$ cat config.mk
export PLATFORM = sky130hd
export DESIGN_NAME = swc_top
export DESIGN_NICKNAME = d
export VERILOG_FILES = /design/src/swc_pkg.sv /design/src/swc_top.sv
export VERILOG_INCLUDE_DIRS = /design/src
export SDC_FILE = /design/constraint.sdc
export NUM_CORES = 1
export LEC_CHECK = 0
export BUFFER_PORTS_ARGS = -buffer_cell sky130_fd_sc_hd__buf_2
export CORE_ASPECT_RATIO = 2
export CORE_MARGIN = 5
export CORE_UTILIZATION = 29
export CTS_CLUSTER_SIZE = 40
export DETAILED_ROUTE_END_ITERATION = 12
export SETUP_SLACK_MARGIN = 0.1
export SYNTH_ARGS = -nofsm -noshare
export SYNTH_HDL_FRONTEND = slang
export SYNTH_SLANG_ARGS = --single-unit
$ cat constraint.sdc
create_clock -name ref_clk -period 4.25 [get_ports ref_clk]
set_input_delay 0.2125 -clock ref_clk [delete_from_list [all_inputs] [get_ports ref_clk]]
set_output_delay 0.2125 -clock ref_clk [all_outputs]
set_load 0.005 [all_outputs]
$ cat src/swc_defs.svh
// constants for the switch control register block
//
// Behaviour
// - control register at offset 0x20, resets to 0x00, all switches open
// - bits 7:6 read-only error code, 00 means no fault, others fault
// - bits 5:4 reserved, read zero, host writes zeros there
// - bit 3 closes channel four when 1, reads back last written
// - bit 2 holds channel three closed when 1, open when 0
// - bit 1 holds channel two closed when 1, open when 0
// - bit 0 holds channel one closed when 1, channels independent
`ifndef SWC_DEFS_SVH
`define SWC_DEFS_SVH
`define SWC_CTRL_OFFSET   12'h020
`define SWC_IRQ_STAT_OFF  12'h024
`define SWC_IRQ_MASK_OFF  12'h028
`define SWC_CTRL_RESET    8'h00
`define SWC_CH_MSB        3
`define SWC_CH_ONE_BIT    0
`define SWC_CH_TWO_BIT    1
`define SWC_CH_THREE_BIT  2
`define SWC_CH_FOUR_BIT   3
`define SWC_RSV_MSB       5
`define SWC_RSV_LSB       4
`define SWC_ERR_MSB       7
`define SWC_ERR_LSB       6
`define SWC_NO_ERR        2'h0
`define SWC_IRQ_BITS      2
`define SWC_IRQ_FAULT     0
`define SWC_IRQ_CHG       1
`endif

$ cat src/swc_pkg.sv
// types shared by the switch control register block
package swc_pkg;
    typedef struct packed {
        logic [11:0] paddr;
        logic        psel;
        logic        penable;
        logic        pwrite;
        logic [31:0] pwdata;
    } swc_apb_req_t;
    typedef struct packed {
        logic [31:0] prdata;
        logic        pready;
        logic        pslverr;
    } swc_apb_rsp_t;
    typedef struct packed {
        logic [1:0] err;
        logic [1:0] rsv;
        logic [3:0] ch;
    } swc_ctrl_t;
endpackage : swc_pkg

$ cat src/swc_top.sv
// apb register bank driving four switch channels with fault reporting
`timescale 1ns/1ps
`include "swc_defs.svh"
module swc_top #(
    parameter int CH_N = 4
) (
    input  wire logic                  ref_clk,
    input  wire logic                  reset_n,
    input  wire logic                  clk_en,
    input  wire swc_pkg::swc_apb_req_t apb_req,
    output swc_pkg::swc_apb_rsp_t      apb_rsp,
    input  wire logic [1:0]            fault_code,
    output logic [CH_N-1:0]            channel_close,
    output logic                       irq
);
    import swc_pkg::*;

    logic [CH_N-1:0]          ch_reg;
    logic [1:0]               err_reg;
    logic [`SWC_IRQ_BITS-1:0] stat_reg;
    logic [`SWC_IRQ_BITS-1:0] mask_reg;
    logic [`SWC_IRQ_BITS-1:0] ev;
    logic [`SWC_IRQ_BITS-1:0] w1c;
    logic                     acc;
    logic                     wr;
    logic                     hit_ctrl;
    logic                     hit_stat;
    logic                     hit_mask;
    logic [31:0]              rd_next;
    logic                     launch;
    logic                     mapped;

    // single-cycle access: answered in the first access-phase cycle
    // a transfer is launched while selected and not yet answered, so a
    // setup edge lost to a low enable is picked up again in the access phase
    assign launch   = apb_req.psel && !apb_rsp.pready;
    assign acc      = apb_req.psel && apb_req.penable && apb_rsp.pready && clk_en;
    assign wr       = acc && apb_req.pwrite;
    assign hit_ctrl = apb_req.paddr == `SWC_CTRL_OFFSET;
    assign hit_stat = apb_req.paddr == `SWC_IRQ_STAT_OFF;
    assign hit_mask = apb_req.paddr == `SWC_IRQ_MASK_OFF;
    assign mapped   = hit_ctrl || hit_stat || hit_mask;

    // channel bits, each stored independently; only low bits take writes
    always_ff @(posedge ref_clk or negedge reset_n) begin
        if (!reset_n) begin
            ch_reg <= CH_N'(`SWC_CTRL_RESET);
        end else if (wr && hit_ctrl) begin
            ch_reg <= apb_req.pwdata[CH_N-1:0];
        end
    end

    // error field mirrors internal fault code, never bus writes
    always_ff @(posedge ref_clk or negedge reset_n) begin
        if (!reset_n) begin
            err_reg <= `SWC_NO_ERR;
        end else if (clk_en) begin
            err_reg <= fault_code;
        end
    end

    // channel drive straight from flops, one per channel
    genvar gi;
    generate
        for (gi = 0; gi < CH_N; gi++) begin : g_ch
            always_ff @(posedge ref_clk or negedge reset_n) begin
                if (!reset_n) begin
                    channel_close[gi] <= 1'b0;
                end else if (clk_en) begin
                    channel_close[gi] <= ch_reg[gi];
                end
            end
        end
    endgenerate

    // events: new fault appears, or software changes channel state
    assign ev[`SWC_IRQ_FAULT] = clk_en && (fault_code != `SWC_NO_ERR)
                                && (err_reg == `SWC_NO_ERR);
    assign ev[`SWC_IRQ_CHG]   = wr && hit_ctrl && (apb_req.pwdata[CH_N-1:0] != ch_reg);
    assign w1c = (wr && hit_stat) ? apb_req.pwdata[`SWC_IRQ_BITS-1:0] : '0;

    // sticky status; a set in the clearing cycle wins
    always_ff @(posedge ref_clk or negedge reset_n) begin
        if (!reset_n) begin
            stat_reg <= '0;
        end else if (clk_en) begin
            stat_reg <= (stat_reg & ~w1c) | ev;
        end
    end

    // interrupt mask
    always_ff @(posedge ref_clk or negedge reset_n) begin
        if (!reset_n) begin
            mask_reg <= '0;
        end else if (wr && hit_mask) begin
            mask_reg <= apb_req.pwdata[`SWC_IRQ_BITS-1:0];
        end
    end

    // registered irq level, one cycle behind status
    always_ff @(posedge ref_clk or negedge reset_n) begin
        if (!reset_n) begin
            irq <= 1'b0;
        end else if (clk_en) begin
            irq <= |(stat_reg & mask_reg);
        end
    end

    // read mux; reserved bits always zero, unmapped reads zero
    always_comb begin
        rd_next = '0;
        if (hit_ctrl) begin
            rd_next[`SWC_ERR_MSB:`SWC_ERR_LSB] = err_reg;
            rd_next[`SWC_RSV_MSB:`SWC_RSV_LSB] = 2'h0;
            rd_next[CH_N-1:0] = ch_reg;
        end else if (hit_stat) begin
            rd_next[`SWC_IRQ_BITS-1:0] = stat_reg;
        end else if (hit_mask) begin
            rd_next[`SWC_IRQ_BITS-1:0] = mask_reg;
        end
    end

    // response flops: pready pulses for one enabled cycle per access
    always_ff @(posedge ref_clk or negedge reset_n) begin
        if (!reset_n) begin
            apb_rsp <= '0;
        end else if (clk_en) begin
            apb_rsp.pready  <= launch;
            // refused offsets answer with an error rather than a stall
            apb_rsp.pslverr <= launch && !mapped;
            // read data latched at launch so it stands through the access
            if (launch && !apb_req.pwrite) begin
                apb_rsp.prdata <= rd_next;
            end
        end
    end

    // channels open on the first edge out of reset
    AST_RESET_OPEN: assert property (@(posedge ref_clk)
        $rose(reset_n) |-> channel_close == '0)
        else $error("channels not open after reset");

    // error field read back as captured
    AST_ERR_READ: assert property (@(posedge ref_clk) disable iff (!reset_n)
        apb_rsp.pready && hit_ctrl && !apb_req.pwrite
        |-> apb_rsp.prdata[`SWC_ERR_MSB:`SWC_ERR_LSB] == $past(err_reg))
        else $error("error field read mismatch");

    // reserved positions never read as one
    AST_RSV_ZERO: assert property (@(posedge ref_clk) disable iff (!reset_n)
        apb_rsp.prdata[`SWC_RSV_MSB:`SWC_RSV_LSB] == 2'h0)
        else $error("reserved bits not zero");

    // channel four bit stores what was written
    AST_CH4_WRITE: assert property (@(posedge ref_clk) disable iff (!reset_n)
        wr && hit_ctrl
        |=> ch_reg[`SWC_CH_FOUR_BIT] == $past(apb_req.pwdata[`SWC_CH_FOUR_BIT]))
        else $error("channel four bit not stored");

    // channel three pin follows its bit
    AST_CH3_DRIVE: assert property (@(posedge ref_clk) disable iff (!reset_n)
        clk_en |=> channel_close[`SWC_CH_THREE_BIT] == $past(ch_reg[`SWC_CH_THREE_BIT]))
        else $error("channel three drive wrong");

    // channel two pin reaches written value two edges on
    AST_CH2_DRIVE: assert property (@(posedge ref_clk) disable iff (!reset_n)
        wr && hit_ctrl ##1 clk_en
        |=> channel_close[`SWC_CH_TWO_BIT] == $past(apb_req.pwdata[`SWC_CH_TWO_BIT], 2))
        else $error("channel two drive wrong");

    // channel one holds without a control write
    AST_CH1_HOLD: assert property (@(posedge ref_clk) disable iff (!reset_n)
        !(wr && hit_ctrl) |=> $stable(ch_reg[`SWC_CH_ONE_BIT]))
        else $error("channel one changed without write");

    // error field tracks the internal code only
    AST_ERR_NOWRITE: assert property (@(posedge ref_clk) disable iff (!reset_n)
        clk_en |=> err_reg == $past(fault_code))
        else $error("error field not tracking fault");

    // irq is the registered or of unmasked status
    AST_IRQ_LEVEL: assert property (@(posedge ref_clk) disable iff (!reset_n)
        clk_en |=> irq == $past(|(stat_reg & mask_reg)))
        else $error("irq level wrong");

    // every launch with enable high answered at the next edge
    AST_READY_NEXT: assert property (@(posedge ref_clk) disable iff (!reset_n)
        launch && clk_en |=> apb_rsp.pready)
        else $error("ready missing after launch");

    // ready stands for one enabled cycle only
    AST_READY_PULSE: assert property (@(posedge ref_clk) disable iff (!reset_n)
        apb_rsp.pready && clk_en |=> !apb_rsp.pready)
        else $error("ready held too long");

    // no ready without a selected transfer
    AST_READY_IDLE: assert property (@(posedge ref_clk) disable iff (!reset_n)
        !apb_req.psel && clk_en |=> !apb_rsp.pready)
        else $error("ready while idle");

    // a write lands only at the answering edge
    AST_WRITE_READY: assert property (@(posedge ref_clk) disable iff (!reset_n)
        wr |-> apb_rsp.pready)
        else $error("write without ready");

    // unmapped offsets are refused with an error
    AST_SLVERR_MAP: assert property (@(posedge ref_clk) disable iff (!reset_n)
        launch && clk_en && !mapped |=> apb_rsp.pslverr)
        else $error("unmapped access not refused");

    // the control register never reports an error response
    AST_SLVERR_CTRL: assert property (@(posedge ref_clk) disable iff (!reset_n)
        launch && clk_en && hit_ctrl |=> !apb_rsp.pslverr)
        else $error("control access refused");

    // error response stands for one enabled cycle only
    AST_SLVERR_PULSE: assert property (@(posedge ref_clk) disable iff (!reset_n)
        apb_rsp.pslverr && clk_en |=> !apb_rsp.pslverr)
        else $error("error response held too long");

    // unmapped reads return zero
    AST_UNMAP_ZERO: assert property (@(posedge ref_clk) disable iff (!reset_n)
        launch && clk_en && !apb_req.pwrite && !mapped |=> apb_rsp.prdata == '0)
        else $error("unmapped read not zero");

    // channel bits read back as stored
    AST_CTRL_READ_CH: assert property (@(posedge ref_clk) disable iff (!reset_n)
        launch && clk_en && !apb_req.pwrite && hit_ctrl
        |=> apb_rsp.prdata[CH_N-1:0] == $past(ch_reg))
        else $error("channel bits read mismatch");

    // nothing above the error field reads as one
    AST_CTRL_UPPER: assert property (@(posedge ref_clk) disable iff (!reset_n)
        launch && clk_en && !apb_req.pwrite && hit_ctrl
        |=> (apb_rsp.prdata >> (`SWC_ERR_MSB + 1)) == '0)
        else $error("upper read bits not zero");

    // status register read back as stored
    AST_STAT_READ: assert property (@(posedge ref_clk) disable iff (!reset_n)
        launch && clk_en && !apb_req.pwrite && hit_stat
        |=> apb_rsp.prdata[`SWC_IRQ_BITS-1:0] == $past(stat_reg))
        else $error("status read mismatch");

    // mask register read back as stored
    AST_MASK_READ: assert property (@(posedge ref_clk) disable iff (!reset_n)
        launch && clk_en && !apb_req.pwrite && hit_mask
        |=> apb_rsp.prdata[`SWC_IRQ_BITS-1:0] == $past(mask_reg))
        else $error("mask read mismatch");

    // read data holds between reads
    AST_PRDATA_HOLD: assert property (@(posedge ref_clk) disable iff (!reset_n)
        !(launch && clk_en && !apb_req.pwrite) |=> $stable(apb_rsp.prdata))
        else $error("read data moved without a read");

    // a control write stores all channel bits at once
    AST_CH_WRITE_ALL: assert property (@(posedge ref_clk) disable iff (!reset_n)
        wr && hit_ctrl |=> ch_reg == $past(apb_req.pwdata[CH_N-1:0]))
        else $error("channel bits not stored");

    // writes elsewhere leave the channels alone
    AST_CH_NO_OTHER: assert property (@(posedge ref_clk) disable iff (!reset_n)
        wr && !hit_ctrl |=> $stable(ch_reg))
        else $error("channels changed by other write");

    // every pin follows its own bit
    AST_CH_TO_PIN: assert property (@(posedge ref_clk) disable iff (!reset_n)
        clk_en |=> channel_close == $past(ch_reg))
        else $error("channel pins do not follow bits");

    // an event always sets its sticky bit
    AST_STAT_SET: assert property (@(posedge ref_clk) disable iff (!reset_n)
        (ev != '0) |=> (stat_reg & $past(ev)) == $past(ev))
        else $error("event lost");

    // a one written clears the bit unless an event lands too
    AST_STAT_W1C: assert property (@(posedge ref_clk) disable iff (!reset_n)
        (w1c != '0) |=> (stat_reg & $past(w1c & ~ev)) == '0)
        else $error("status not cleared");

    // status holds without event or clear
    AST_STAT_HOLD: assert property (@(posedge ref_clk) disable iff (!reset_n)
        (ev == '0) && (w1c == '0) |=> $stable(stat_reg))
        else $error("status moved on its own");

    // mask stores what was written
    AST_MASK_WRITE: assert property (@(posedge ref_clk) disable iff (!reset_n)
        wr && hit_mask |=> mask_reg == $past(apb_req.pwdata[`SWC_IRQ_BITS-1:0]))
        else $error("mask not stored");

    // a clear mask keeps irq low
    AST_IRQ_MASKED: assert property (@(posedge ref_clk) disable iff (!reset_n)
        (mask_reg == '0) && clk_en |=> !irq)
        else $error("irq with all masked");

    // low enable holds every register and output
    AST_FREEZE: assert property (@(posedge ref_clk) disable iff (!reset_n)
        !clk_en |=> $stable(ch_reg) && $stable(err_reg) && $stable(stat_reg)
            && $stable(mask_reg) && $stable(irq) && $stable(channel_close)
            && $stable(apb_rsp))
        else $error("state moved while enable low");

    // all four channels closed together
    COV_CLOSE_ALL: cover property (@(posedge ref_clk) disable iff (!reset_n)
        channel_close == '1);

    // a fault reaching the irq pin
    COV_FAULT_IRQ: cover property (@(posedge ref_clk) disable iff (!reset_n)
        ev[`SWC_IRQ_FAULT] ##[1:4] irq);

    // a clear of a set status bit
    COV_W1C: cover property (@(posedge ref_clk) disable iff (!reset_n)
        wr && hit_stat && (stat_reg != '0));

    // a refused access
    COV_UNMAPPED: cover property (@(posedge ref_clk) disable iff (!reset_n)
        apb_rsp.pslverr);

    // enable dropping and coming back
    COV_FREEZE: cover property (@(posedge ref_clk) disable iff (!reset_n)
        !clk_en ##1 clk_en);
endmodule : swc_top

==> reports/metrics.yaml <==
outcome: "completed"
largest_reg_flops: 8
pre_cts_slack_ns: 2.48
synth_common_cells: "buf_4 (26), dfrtp_1 (23), mux2_2 (12)"
postSynthCellCount: 116
critPathLaunchType: "register"
ys_ff_latch: 23
setup-violations-final: 0
skew_ns: 0.00174
async_reset_ff_frac: 1.00
ys.flop_type: "dfrtp_1"
grt_setup_unrepaired: "no"
die-area_mm2: 0.00607
dp.cells: 202
synth-adder-area-share: 0
setup_ws_ns: 2.57
synth_compound_area_frac: 0.0808
cts_buffers: 3
yosys.area.top_type: "dfrtp_1"
r2r_slack_ns: 2.57
fin_nets: 206
vdd_drop_max_v: 0.000172
fin_area_mm2: 0.00150
nFillCells: 472
multi_input_area_um2: 612
required_ns: 4.45
grt_overflow: 0
grt_pass1_wl_um: 4490
timing.final.hold_violations: 0
final_antenna_net_count: 0
yosysUniqueCellTypes: 30
drv_cap: 0
hold_class: "in -> reg"
drive_above_1_share: 0.379
die_h_um: 105
slew_viol_final: 0
clock_sinks: 23
syn_area_mm2: 0.00132
arrival_ns: 1.89
globalplace.congestion: 0.786
hpwl_um: 2360
synth_most_common_cell: "buf_4"
area_growth_pct: 13.9
tightest_slew_ns: 0.603
synth_edf_count: 0
regArea_um2: 576
wl_per_cell_um: 13.5
worst_setup_path_end_kind: "register"
tritoncts: "built"
fmax_mhz: 594
r2r-start: "apb_rsp[1]"
synth-simple-area-share: 0.165
cts_buffer_depth: 2
start_util: 0.300
finalSetupTns_ns: 0
die-width_um: 57.6
firstDrtPassIters: 4
crit_start: "apb_rsp[1]"
reg2regPathDepth: 4
finalCritPeriodShare: 0.396
antenna_found_initial: 0
yosysSeqAreaShare: 0.437
io-pin-count: 91
grt_start_max_net_pins: 24
drc: 0
diodes: 0
yosysTopAreaCellShare: 0.437
endpoint: "apb_rsp[8]"
vias_per_cell: 4.43
p_leak_nw: 0.753
stdcell_count: 207
powerDensity_mw_per_mm2: 273
root_buffer: "clkbuf_8"
fin_crit_ns: 1.68
port_buffers: 36
synth_area_per_cell_um2: 11.3
placed_area_mm2: 0.00144
ys_warn_count: 0
clkTransAtPathRegs_ns: 0.08
postCtsSetupBuffers: 0
rr_endpoint: "apb_rsp[8]"
synth_top_family_by_area: "buffers and inverters"
synthMuxAreaShare: 0.118
core_mm2: 0.00438
path_class: "reg -> reg"
cts.htree.levels: 1
drt-total-wl_um: 2800
gr-usage-all-layers: 0.0944
crit_path_max_fanout: 9
yosys.area_share.xor_xnor: 0.0266
grt_pass1_vias: 898
num_vias: 917
maxSlewHeadroom: 0.598
clk_latency_ns: 0.26
ys_top_cells_by_area: "dfrtp_1 (44%), buf_4 (15%), mux2_2 (10%)"
drt_iter0_markers: 11
rows: 34
final cells by class:
type,instances,share of cell area
clock buffer,3,0.0275
clock inverter,1,0.00334
inverter,2,0.00501
sequential,23,0.384
multi-input combinational,87,0.408
timing repair buffer,37,0.127
tap,54,0.0451
cells in the final DEF, fill, tap and decap left out:
cell	Yosys	final
o2bb2ai_1	1	1
nand3_2	1	1
clkbuf_8	0	3
mux2_2	12	12
or2_0	1	1
xnor2_1	4	4
nor3_1	1	1
nand2_1	4	4
nor2_1	7	7
mux2i_1	2	2
and4b_1	1	1
nand3b_1	1	1
nand4_1	3	3
buf_2	1	36
dfrtp_1	23	23
o21ai_0	1	1
nor4b_4	2	2
o31ai_1	2	2
a21oi_1	4	4
nor4_4	2	2
dlygate4sd3_1	0	1
and3_2	1	1
nand3_1	3	3
nor2b_1	1	1
conb_1	1	26
clkinv_2	0	1
a22oi_1	1	1
inv_1	2	2
o22ai_1	1	1
a22o_1	5	5
power by group:
group,total [mW],switching [mW],internal (mW)
clock,0.134,0.0689,0.0654
sequential,0.227,0.00339,0.223
combinational,0.0486,0.0296,0.0189
total,0.410,0.102,0.308
how the worst min path moves through the flow:
| stage | cells after the start | start | slack, ns | endpoint |
|---|---|---|---|---|
| after floorplan | 0 | reset_n | -0.08 | apb_rsp[0] |
| after global placement | 1 | reset_n | 0.22 | irq |
| after detailed placement | 1 | reset_n | 0.22 | channel_close[0] |
| after CTS | 2 | fault_code[0] | 0.20 | err_reg[0] |
| after global routing | 2 | fault_code[0] | 0.21 | err_reg[0] |
| final | 2 | fault_code[0] | 0.20 | err_reg[0] |
routing by layer:
metal  global-route usage  up-vias  routed length [um]
li1                     -      429                   -
met1               0.0977      445                 930
met2                0.169       41                1550
met3               0.0245        2                 292
met4               0.0464        0                  28
met5                    0        -                   0
critical path, cell delays in order (launching register included):
cell      delay [ns]
dfrtp_1         0.41
nand3b_1        0.19
or2_0           0.43
nor4_4          0.41
a22o_1          0.19
kinds of logic after synthesis:
group                     after synthesis
xor gates and xnor gates                4
DFF                                    23
and+or+nand+nor                        28
AOI/OAI and AO/OA                      15
buffers and inverters                  31
other                                   1
muxes                                  14
per-stage QoR:
step                hold WS (ns)  power (mW)   util
CTS                        0.196       0.415  0.342
global route               0.206       0.429  0.342
global placement           0.218       0.278  0.329
floorplan                -0.0831       0.271      -
finish                     0.199       0.410  0.342
detailed placement         0.223       0.279  0.329
repair_timing:
item | in CTS | in global routing
hold buffers | 1 | 0
endpoints found under the hold margin | 23 | 0
resized for setup | 0 | 0
Note: power is estimated with default switching activity, not from simulation.
